$ cat src/rtl/ocs_pkg.sv
/*
 * Package for the offset calibration sequencer: timing constants,
 * sequencer states and the control and status carriers.
 * Assumes a 100 MHz system clock.
 */
package ocs_pkg;

    // Clock rate
    localparam int unsigned CLK_HZ         = 100_000_000;

    // Typical turn-on after a select-pin calibration, in microseconds
    localparam int unsigned PIN_TURN_ON_US = 5_000;
    // Typical power-on turn-on time, in microseconds
    localparam int unsigned POWER_ON_TURN_ON_TIME_US = 200_000;
    // Portion of the pin turn-on spent settling, in microseconds
    localparam int unsigned SETTLE_US      = 1_000;

    // Derived cycle counts (longest times round down)
    localparam int unsigned PIN_TURN_ON_CYC =
        PIN_TURN_ON_US * (CLK_HZ / 1_000_000);
    localparam int unsigned SETTLE_CYC     =
        SETTLE_US * (CLK_HZ / 1_000_000);
    localparam int unsigned CAL_CYC        = PIN_TURN_ON_CYC - SETTLE_CYC;
    localparam int unsigned POWER_ON_TURN_ON_TIME_CYC =
        POWER_ON_TURN_ON_TIME_US * (CLK_HZ / 1_000_000);
    // Supply-recovery delay before the settle and calibrate steps
    localparam int unsigned POR_DELAY_CYC  =
        POWER_ON_TURN_ON_TIME_CYC - PIN_TURN_ON_CYC;

    // Width of the calibration trim word and of the timer
    localparam int unsigned TRIM_W         = 8;
    localparam int unsigned TMR_W          = 32;

    // Reset values
    localparam logic [TRIM_W-1:0] TRIM_RST = 8'h80;
    localparam logic [TMR_W-1:0]  TMR_RST  = 32'h0000_0000;

    // Sequencer states
    typedef enum logic [2:0] {
        OCS_LOW_POWER,
        OCS_POR_WAIT,
        OCS_SETTLE,
        OCS_CALIBRATE,
        OCS_NORMAL
    } ocs_state_t;

    // Analog control outputs
    typedef struct packed {
        logic out_hiz;       // Output driver high impedance
        logic low_power;     // Amplifier biased down
        logic in_isolate;    // Inputs to reference and feedback net
        logic divider_on;    // Common-mode divider on the supplies
    } ocs_ctrl_t;

    // Calibration memory word and its parity
    typedef struct packed {
        logic [TRIM_W-1:0] trim;
        logic              par;
    } ocs_mem_t;

endpackage

$ cat src/rtl/ocs_cal_mem.sv
/*
 * Calibration constant memory with continuous parity checking.
 * Assumes the write strobe comes from the sequencer on sys_clk.
 */
module ocs_cal_mem #(
    parameter int unsigned W = ocs_pkg::TRIM_W
) (
    input  wire logic         sys_clk,
    input  wire logic         rst,
    input  wire logic         wr_en,
    input  wire logic [W-1:0] wr_data,
    input  wire logic         upset,
    output logic     [W-1:0]  trim,
    output logic              par_err
);

    typedef struct packed {
        logic [W-1:0] trim;
        logic         par;
    } ocs_cm_state_t;

    ocs_cm_state_t st_r;
    ocs_cm_state_t st_nxt;

    // Store constants with even parity; upset flips the stored parity
    always_comb begin
        st_nxt = st_r;
        if (wr_en) begin
            st_nxt.trim = wr_data;
            st_nxt.par  = ^wr_data;
        end else if (upset) begin
            st_nxt.par  = ~st_r.par;
        end
    end

    always_ff @(posedge sys_clk or posedge rst) begin
        if (rst) begin
            st_r <= '{trim: ocs_pkg::TRIM_RST, par: 1'b1};
        end else begin
            st_r <= st_nxt;
        end
    end

    assign trim    = st_r.trim;
    // Parity checked every cycle
    assign par_err = (^st_r.trim) != st_r.par;

endmodule

$ cat src/rtl/ocs_top.sv
/*
 * Offset calibration sequencer: low-power select, supply-monitor
 * recovery, settle delay, offset calibration and output gating.
 * Assumes the supply monitor, select pin and comparator are
 * asynchronous to sys_clk; rst is the power-on reset.
 */
// Overview of operation
// - Select high holds low-power mode with output high impedance.
// - Select returning low starts an offset calibration sequence.
// - Sequence end drives output low impedance and resumes normal mode.
// - Each calibration runs a settle delay first, then calibrates.
// - Supply-monitor recovery and memory parity error also start calibration.
// - Pin-started calibration reaches normal operation in 5 ms.
// - During calibration output high impedance, inputs on internal network.
// - Calibration result is written into calibration memory.
// - Select pin pulled down; floating pin gives normal operation.
// - Low supply forces low-power mode whatever the select pin.
// - Supply recovery runs a delay then calibration, 200 ms total.
// - Parity checked always; error acts as power-on event, full delay.
// - Common-mode divider on the supplies only during calibration.
// - Without a select pin, calibration is launched by supply-monitor recovery or parity error only.
module ocs_top #(
    parameter bit          HAS_SELECT   = 1'b1,
    parameter int unsigned POR_DELAY    = ocs_pkg::POR_DELAY_CYC,
    parameter int unsigned SETTLE_DELAY = ocs_pkg::SETTLE_CYC,
    parameter int unsigned CAL_TIME     = ocs_pkg::CAL_CYC
) (
    input  wire logic                       sys_clk,
    input  wire logic                       rst,
    input  wire logic                       cal_select,
    input  wire logic                       supply_ok,
    input  wire logic                       offset_cmp,
    input  wire logic                       mem_upset,
    output ocs_pkg::ocs_ctrl_t              ctrl,
    output logic [ocs_pkg::TRIM_W-1:0]      trim,
    output logic                            cal_busy
);

    ////////////////////////////////////////////////////////////////////
    // State

    typedef struct packed {
        logic [1:0]                 sel_sync;
        logic [1:0]                 sup_sync;
        logic [1:0]                 cmp_sync;
        logic                       sel_prev;
        logic                       par_prev;
        ocs_pkg::ocs_state_t        state;
        logic [ocs_pkg::TMR_W-1:0]  tmr;
        logic [ocs_pkg::TRIM_W-1:0] acc;
        logic [ocs_pkg::TRIM_W-1:0] bit_mask;
        logic                       mem_wr;
        ocs_pkg::ocs_ctrl_t         ctrl;
    } ocs_top_state_t;

    ocs_top_state_t st_r;
    ocs_top_state_t st_nxt;

    logic                       par_err;
    logic [ocs_pkg::TRIM_W-1:0] mem_trim;
    logic                       sel_s;
    logic                       sup_s;
    logic                       cmp_s;

    // Cycle budget of the binary search steps
    localparam int unsigned STEP_CYC = CAL_TIME / ocs_pkg::TRIM_W;

    // Timer reload helper, count minus one at timer width
    function automatic logic [ocs_pkg::TMR_W-1:0] load(
        input int unsigned cyc
    );
        load = ocs_pkg::TMR_W'((cyc == 0) ? 0 : cyc - 1);
    endfunction

    // Output decode for a state
    function automatic ocs_pkg::ocs_ctrl_t ctrl_of(
        input ocs_pkg::ocs_state_t s
    );
        ctrl_of = '{out_hiz: 1'b1, low_power: 1'b1,
                    in_isolate: 1'b0, divider_on: 1'b0};
        case (s)
            ocs_pkg::OCS_NORMAL: begin
                ctrl_of = '{out_hiz: 1'b0, low_power: 1'b0,
                            in_isolate: 1'b0, divider_on: 1'b0};
            end
            ocs_pkg::OCS_SETTLE,
            ocs_pkg::OCS_CALIBRATE: begin
                ctrl_of = '{out_hiz: 1'b1, low_power: 1'b0,
                            in_isolate: 1'b1, divider_on: 1'b1};
            end
            default: begin
                ctrl_of = '{out_hiz: 1'b1, low_power: 1'b1,
                            in_isolate: 1'b0, divider_on: 1'b0};
            end
        endcase
    endfunction

    ////////////////////////////////////////////////////////////////////
    // Synchronised inputs; select absent reads as pulled low

    assign sel_s = HAS_SELECT ? st_r.sel_sync[1] : 1'b0;
    assign sup_s = st_r.sup_sync[1];
    assign cmp_s = st_r.cmp_sync[1];

    ////////////////////////////////////////////////////////////////////
    // Sequencer next state

    always_comb begin
        st_nxt          = st_r;
        st_nxt.sel_sync = {st_r.sel_sync[0], cal_select};
        st_nxt.sup_sync = {st_r.sup_sync[0], supply_ok};
        st_nxt.cmp_sync = {st_r.cmp_sync[0], offset_cmp};
        st_nxt.sel_prev = sel_s;
        st_nxt.par_prev = par_err;
        st_nxt.mem_wr   = 1'b0;
        if (st_r.tmr != '0) begin
            st_nxt.tmr = st_r.tmr - 1'b1;
        end
        // Parity error stays up until the next store, so only its onset
        // restarts; a level trigger would hold the sequencer forever
        if (!sup_s || (par_err && !st_r.par_prev)) begin
            // Low supply or fresh parity error: restart power-on delay
            st_nxt.state = ocs_pkg::OCS_POR_WAIT;
            st_nxt.tmr   = load(POR_DELAY);
        end else begin
            case (st_r.state)
                ocs_pkg::OCS_POR_WAIT: begin
                    if (st_r.tmr == '0) begin
                        // Select held high keeps low power after recovery
                        if (sel_s) begin
                            st_nxt.state = ocs_pkg::OCS_LOW_POWER;
                        end else begin
                            st_nxt.state = ocs_pkg::OCS_SETTLE;
                            st_nxt.tmr   = load(SETTLE_DELAY);
                        end
                    end
                end
                ocs_pkg::OCS_LOW_POWER: begin
                    if (!sel_s) begin
                        st_nxt.state = ocs_pkg::OCS_SETTLE;
                        st_nxt.tmr   = load(SETTLE_DELAY);
                    end
                end
                ocs_pkg::OCS_SETTLE: begin
                    if (sel_s) begin
                        st_nxt.state = ocs_pkg::OCS_LOW_POWER;
                    end else if (st_r.tmr == '0) begin
                        st_nxt.state    = ocs_pkg::OCS_CALIBRATE;
                        st_nxt.tmr      = load(STEP_CYC);
                        st_nxt.bit_mask = {1'b1, {(ocs_pkg::TRIM_W-1){1'b0}}};
                        st_nxt.acc      = {1'b1, {(ocs_pkg::TRIM_W-1){1'b0}}};
                    end
                end
                ocs_pkg::OCS_CALIBRATE: begin
                    if (sel_s) begin
                        st_nxt.state = ocs_pkg::OCS_LOW_POWER;
                    end else if (st_r.tmr == '0) begin
                        // Binary search: keep bit if offset still positive
                        st_nxt.acc = st_r.acc;
                        if (!cmp_s) begin
                            st_nxt.acc = st_r.acc & ~st_r.bit_mask;
                        end
                        st_nxt.acc = st_nxt.acc | (st_r.bit_mask >> 1);
                        st_nxt.bit_mask = st_r.bit_mask >> 1;
                        st_nxt.tmr      = load(STEP_CYC);
                        if (st_r.bit_mask[0]) begin
                            st_nxt.acc = cmp_s ? st_r.acc
                                               : st_r.acc & ~st_r.bit_mask;
                            st_nxt.mem_wr = 1'b1;
                            st_nxt.state  = ocs_pkg::OCS_NORMAL;
                        end
                    end
                end
                ocs_pkg::OCS_NORMAL: begin
                    if (sel_s) begin
                        st_nxt.state = ocs_pkg::OCS_LOW_POWER;
                    end
                end
                default: begin
                    st_nxt.state = ocs_pkg::OCS_POR_WAIT;
                    st_nxt.tmr   = load(POR_DELAY);
                end
            endcase
        end
        st_nxt.ctrl = ctrl_of(st_nxt.state);
    end

    ////////////////////////////////////////////////////////////////////
    // State register; reset behaves as a power-on event

    always_ff @(posedge sys_clk or posedge rst) begin
        if (rst) begin
            st_r          <= '0;
            st_r.state    <= ocs_pkg::OCS_POR_WAIT;
            st_r.tmr      <= ocs_pkg::TMR_RST;
            st_r.acc      <= ocs_pkg::TRIM_RST;
            st_r.ctrl     <= '{out_hiz: 1'b1, low_power: 1'b1,
                               in_isolate: 1'b0, divider_on: 1'b0};
        end else begin
            st_r <= st_nxt;
        end
    end

    ////////////////////////////////////////////////////////////////////
    // Calibration memory

    ocs_cal_mem #(
        .W (ocs_pkg::TRIM_W)
    ) ocs_cal_mem_i (
        .sys_clk (sys_clk),
        .rst     (rst),
        .wr_en   (st_r.mem_wr),
        .wr_data (st_r.acc),
        .upset   (mem_upset),
        .trim    (mem_trim),
        .par_err (par_err)
    );

    // Outputs
    assign ctrl     = st_r.ctrl;
    assign trim     = mem_trim;
    assign cal_busy = (st_r.state == ocs_pkg::OCS_SETTLE) ||
                      (st_r.state == ocs_pkg::OCS_CALIBRATE);

    ////////////////////////////////////////////////////////////////////
    // Checks

    property p_hiz_not_normal;
        @(posedge sys_clk) disable iff (rst)
        (st_r.state != ocs_pkg::OCS_NORMAL) |-> ctrl.out_hiz;
    endproperty
    a_hiz_not_normal: assert property (p_hiz_not_normal)
        else $error("output driven outside normal operation");

    property p_sel_low_power;
        @(posedge sys_clk) disable iff (rst)
        (sel_s && sup_s && !par_err) |=> ctrl.low_power;
    endproperty
    a_sel_low_power: assert property (p_sel_low_power)
        else $error("select high without low power");

    property p_fall_starts;
        @(posedge sys_clk) disable iff (rst)
        ($fell(sel_s) && st_r.state == ocs_pkg::OCS_LOW_POWER && sup_s
         && !par_err) |=> (st_r.state == ocs_pkg::OCS_SETTLE);
    endproperty
    a_fall_starts: assert property (p_fall_starts)
        else $error("select fall did not start settle");

    property p_cal_iso;
        @(posedge sys_clk) disable iff (rst)
        cal_busy |-> (ctrl.in_isolate && ctrl.divider_on && ctrl.out_hiz);
    endproperty
    a_cal_iso: assert property (p_cal_iso)
        else $error("calibration without isolation");

    property p_div_off;
        @(posedge sys_clk) disable iff (rst)
        !cal_busy |-> !ctrl.divider_on;
    endproperty
    a_div_off: assert property (p_div_off)
        else $error("divider on outside calibration");

    property p_wr_normal;
        @(posedge sys_clk) disable iff (rst)
        st_r.mem_wr |-> (st_r.state == ocs_pkg::OCS_NORMAL && !ctrl.out_hiz);
    endproperty
    a_wr_normal: assert property (p_wr_normal)
        else $error("memory write not at end of calibration");

    property p_lowsup;
        @(posedge sys_clk) disable iff (rst)
        !sup_s |=> (st_r.state == ocs_pkg::OCS_POR_WAIT && ctrl.low_power);
    endproperty
    a_lowsup: assert property (p_lowsup)
        else $error("low supply did not force low power");

    property p_parity;
        @(posedge sys_clk) disable iff (rst)
        (par_err && !st_r.par_prev) |=> (st_r.state == ocs_pkg::OCS_POR_WAIT);
    endproperty
    a_parity: assert property (p_parity)
        else $error("parity error ignored");

    property p_settle_first;
        @(posedge sys_clk) disable iff (rst)
        (st_r.state == ocs_pkg::OCS_CALIBRATE) |->
            $past(st_r.state) inside {ocs_pkg::OCS_SETTLE,
                                      ocs_pkg::OCS_CALIBRATE};
    endproperty
    a_settle_first: assert property (p_settle_first)
        else $error("calibration without settle");

    property p_norm_drive;
        @(posedge sys_clk) disable iff (rst)
        (st_r.state == ocs_pkg::OCS_NORMAL) |->
            (!ctrl.out_hiz && !ctrl.low_power && !ctrl.in_isolate);
    endproperty
    a_norm_drive: assert property (p_norm_drive)
        else $error("normal operation without output drive");

    property p_por_sel;
        @(posedge sys_clk) disable iff (rst)
        (st_r.state == ocs_pkg::OCS_POR_WAIT && st_r.tmr == '0 && sel_s
         && sup_s && !par_err) |=> (st_r.state == ocs_pkg::OCS_LOW_POWER);
    endproperty
    a_por_sel: assert property (p_por_sel)
        else $error("supply recovery left low power with select high");

endmodule
$ cat config.mk
export PLATFORM = sky130hd
export DESIGN_NAME = ocs_top
export DESIGN_NICKNAME = d
export VERILOG_FILES = /design/src/rtl/ocs_pkg.sv /design/src/rtl/ocs_cal_mem.sv /design/src/rtl/ocs_top.sv
export SDC_FILE = /design/constraint.sdc
export NUM_CORES = 1
export LEC_CHECK = 0
export BUFFER_PORTS_ARGS = -buffer_cell sky130_fd_sc_hd__buf_2
export CORE_ASPECT_RATIO = 0.7
export CORE_UTILIZATION = 50
export DETAILED_ROUTE_END_ITERATION = 10
export MAX_ROUTING_LAYER = met4
export PLACE_DENSITY_LB_ADDON = 0.1
export REMOVE_ABC_BUFFERS = 1
export SLEW_MARGIN = 10
export SYNTH_ARGS = -nofsm -noshare
export SYNTH_HDL_FRONTEND = slang
export SYNTH_HIERARCHICAL = 1
export SYNTH_SLANG_ARGS = --single-unit
$ cat constraint.sdc
create_clock -name sys_clk -period 3 [get_ports sys_clk]
set_input_delay 0.3 -clock sys_clk [delete_from_list [all_inputs] [get_ports sys_clk]]
set_output_delay 0.3 -clock sys_clk [all_outputs]
set_load 0.02 [all_outputs]
==> flow_metrics.py <==
metrics = {
    "outcome": {
        "status": "finished, final reports clean",
    },
    "grt": {
        "first_global_vias": 2622,
        "antenna_found_initial": 0,
        "grt_start_max_net_pins": 50,
        "grt_pass1_wl_mm": 13.6,
        "grt_usage_pct": 24.3,
        "overflow": 0,
    },
    "critical_path": {
        "critPathKind": "flop to flop",
        "cp-start-kind": "flop",
        "slowest_delay_ns": 0.58,
        "crit_path_frequent_cell": "or4_4",
        "cp_max_fo": 8,
        "arrival_ns": 3.07,
        "crit_chain": "or4_4 > nor4_4 > nand3_2 > or4_4 > or3_1 > a22o_1",
        "critPathRequiredTime_ns": 3.24,
        "slowest_stage": "or4_4",
        "worst_setup_path_end_kind": "flop",
    },
    "timing": {
        "clock.fmax_mhz": 353,
        "setup_violations": 0,
        "skew_ns": 0.00744,
        "grt_setup_unrepaired": "false",
        "setup_ws_ns": 0.167,
        "tns_ns": 0,
        "finalMaxSlewViolations": 0,
        "relSlewSlack_pct": 30.6,
        "whs_ns": 0.0575,
        "period_minus_slack_ns": 2.83,
        "hold_viol": 0,
        "tightestPinTransition_ns": 1.04,
        "period_share_pct": 94.4,
    },
    "synthesis": {
        "synth.area.top_cells": "dfrtp_1, xnor2_1, dfstp_2, xor2_1, nand2_1",
        "yosys_warnings": 6,
        "synthArstFlopShare_pct": 100,
        "syn_avg_cell_area_sq_um": 9.79,
        "synth-seq-cells": 71,
        "syn-cell-area_sq_um": 3700,
        "synth_top_area_cell": "dfrtp_1",
        "syn_inst": 378,
        "ys.flop_type": "dfrtp_1",
        "synth-edff-count": 0,
        "yosysTopAreaCellShare_pct": 44.0,
        "ys_seq_area_share_pct": 48.2,
        "synth.distinct_cells": 52,
    },
    "clock_tree": {
        "root_buffer": "clkbuf_8",
        "cts_max_path_buffers": 2,
        "cts_sinks": 71,
        "h-tree-depth": 3,
        "clkTransAtPathRegs_ns": 0.07,
        "clk-insertion-delay-late_ns": 0.35,
        "cts_buffers": 9,
        "cts_tree": "done",
    },
    "placed_design": {
        "place_ws_ns": 0.201,
        "placed_cell_area_sq_um": 3900,
        "hpwl_mm": 5.90,
        "placed_cells": 482,
        "port_buffers": 18,
        "globalplace.congestion": 0.870,
    },
    "route": {
        "route.detailed.drc": 0,
        "wirelength_mm": 8.17,
        "drtIter0Drc": 168,
        "avgRoutedWirePerCell_um": 16.4,
        "dr.pass1.iters": 5,
        "postRouteAntennaNets": 0,
        "vias_per_cell": 5.67,
        "vias": 2829,
    },
    "floorplanning": {
        "initial_core_util_pct": 53.3,
        "rows": 25,
        "core-area_sq_um": 6940,
        "fp.dieH_um": 74.0,
        "pin_count": 19,
        "dieWidth_um": 105,
        "die-area_sq_um": 7750,
    },
    "pwr": {
        "vdd_ir_drop_max_mv": 0.293,
        "leakagePower_nw": 1.63,
        "total_power_mw": 1.94,
        "power_density_nw_per_um2": 474,
    },
    "final_layout": {
        "final_common_cell": "dfrtp_1",
        "drive_above_1_share_pct": 19.3,
        "fin_util_pct": 59.0,
        "syn2layout_area_growth_pct": 10.7,
        "antenna_cells": 0,
        "fillers": 635,
        "final_cells": 499,
        "fin_area_sq_um": 4090,
        "nets": 408,
        "final_cell_mix": "dfrtp_1, nand2_1, nor2_1, xnor2_1, buf_4",
    },
    "flow_run": {
        "maxCapViolCount": 0,
    },
    "worst_hold_path": {
        "hold_path.class": "input pin to flop",
    },
}
==> routing by layer <==
layer | global-route usage, % | share of wire (%)
met1 | 37.2 | 56
met2 | 30.3 | 37
met3 | 6.66 | 6.3
met4 | 7.20 | 1.1
met5 | - | 0
==> layout make-up <==
| type | count | area [sq um] | area share [%] |
|---|---|---|---|
| clock buffer | 15 | 176 | 4.31 |
| tap | 94 | 118 | 2.87 |
| sequential | 71 | 1780 | 43.6 |
| multi-input combinational | 268 | 1720 | 42.0 |
| inverter | 11 | 41.3 | 1.01 |
| timing repair buffer | 39 | 250 | 6.11 |
| clock inverter | 1 | 5.00 | 0.122 |
==> synth_stat cells (3+ instances only) <==
library cell  count
dfrtp_1          65
nand2_1          33
nor2_1           31
xnor2_1          21
a21oi_1          18
o21ai_0          18
xor2_1           15
buf_4            12
clkbuf_1         12
nand3_1          12
inv_1            11
nor3_1           10
mux2_2            8
nand2b_1          8
o21ai_1           8
or3_1             8
or4_1             8
dfstp_2           6
nor4_1            6
a22o_1            5
a21o_1            4
and3_1            4
buf_2             4
nand3b_1          4
o31a_1            4
o31ai_1           4
a31oi_1           3
nand4_1           3
o211ai_1          3
or2_2             3
==> what timing repair did <==
action                                 4_1_cts  5_1_grt
buffers inserted                             0        0
endpoints found under the hold margin        7        0
gates resized for setup                      0        0
hold buffers                                 1        0
==> final timing paths <==
kind                            start                     to  slack (ns)  cells after the start
max in group asynchronous         rst               st_r[26]        1.53                      4
setup / recovery             st_r[45]               st_r[16]        0.17                      6
setup reg to reg             st_r[45]               st_r[16]        0.17                      6
min in group asynchronous         rst  ocs_cal_mem_i/trim[4]        0.47                      3
hold / removal             cal_select             st_nxt[63]        0.06                      1
hold reg to reg            st_nxt[59]                  cmp_s        0.35                      0
==> worst max-delay path, delay by kind of cell (launching register included) <==
| family | cells | cell delay [ns] |
|---|---|---|
| flops | 1 | 0.43 |
| compound gates | 1 | 0.18 |
| simple gates | 5 | 2.10 |
==> sequential cells by signal, summed over array words and instances (netlist names) <==
name / flops
st_r: 54
ocs_cal_mem_i/trim: 8
ctrl: 3
st_nxt: 3
cmp_s: 1
ocs_cal_mem_i/st_r: 1
sel_s: 1
==> logic make-up (layout without fill, tap and decap cells) <==
family | count (synthesis) | count (layout) | share of synthesized area, %
XOR/XNOR | 37 | 37 | 8.96
buffers and inverters | 39 | 66 | 5.31
flip-flops | 71 | 71 | 48.2
AND/OR/NAND/NOR | 140 | 140 | 20.3
adder cells (fa/ha/maj) | 2 | 2 | 0.676
AO/OA/AOI/OAI | 81 | 81 | 14.1
multiplexers | 8 | 8 | 2.43
==> report_power, final <==
group          leakage [nW]  internal [mW]  total (mW)  switching [mW]
registers             0.880          0.994        1.02          0.0264
logic                 0.660         0.0862       0.225           0.139
clock network        0.0937          0.368       0.695           0.327
total                  1.63           1.45        1.94           0.492
No activity file was read; power rests on OpenSTA's default activity.
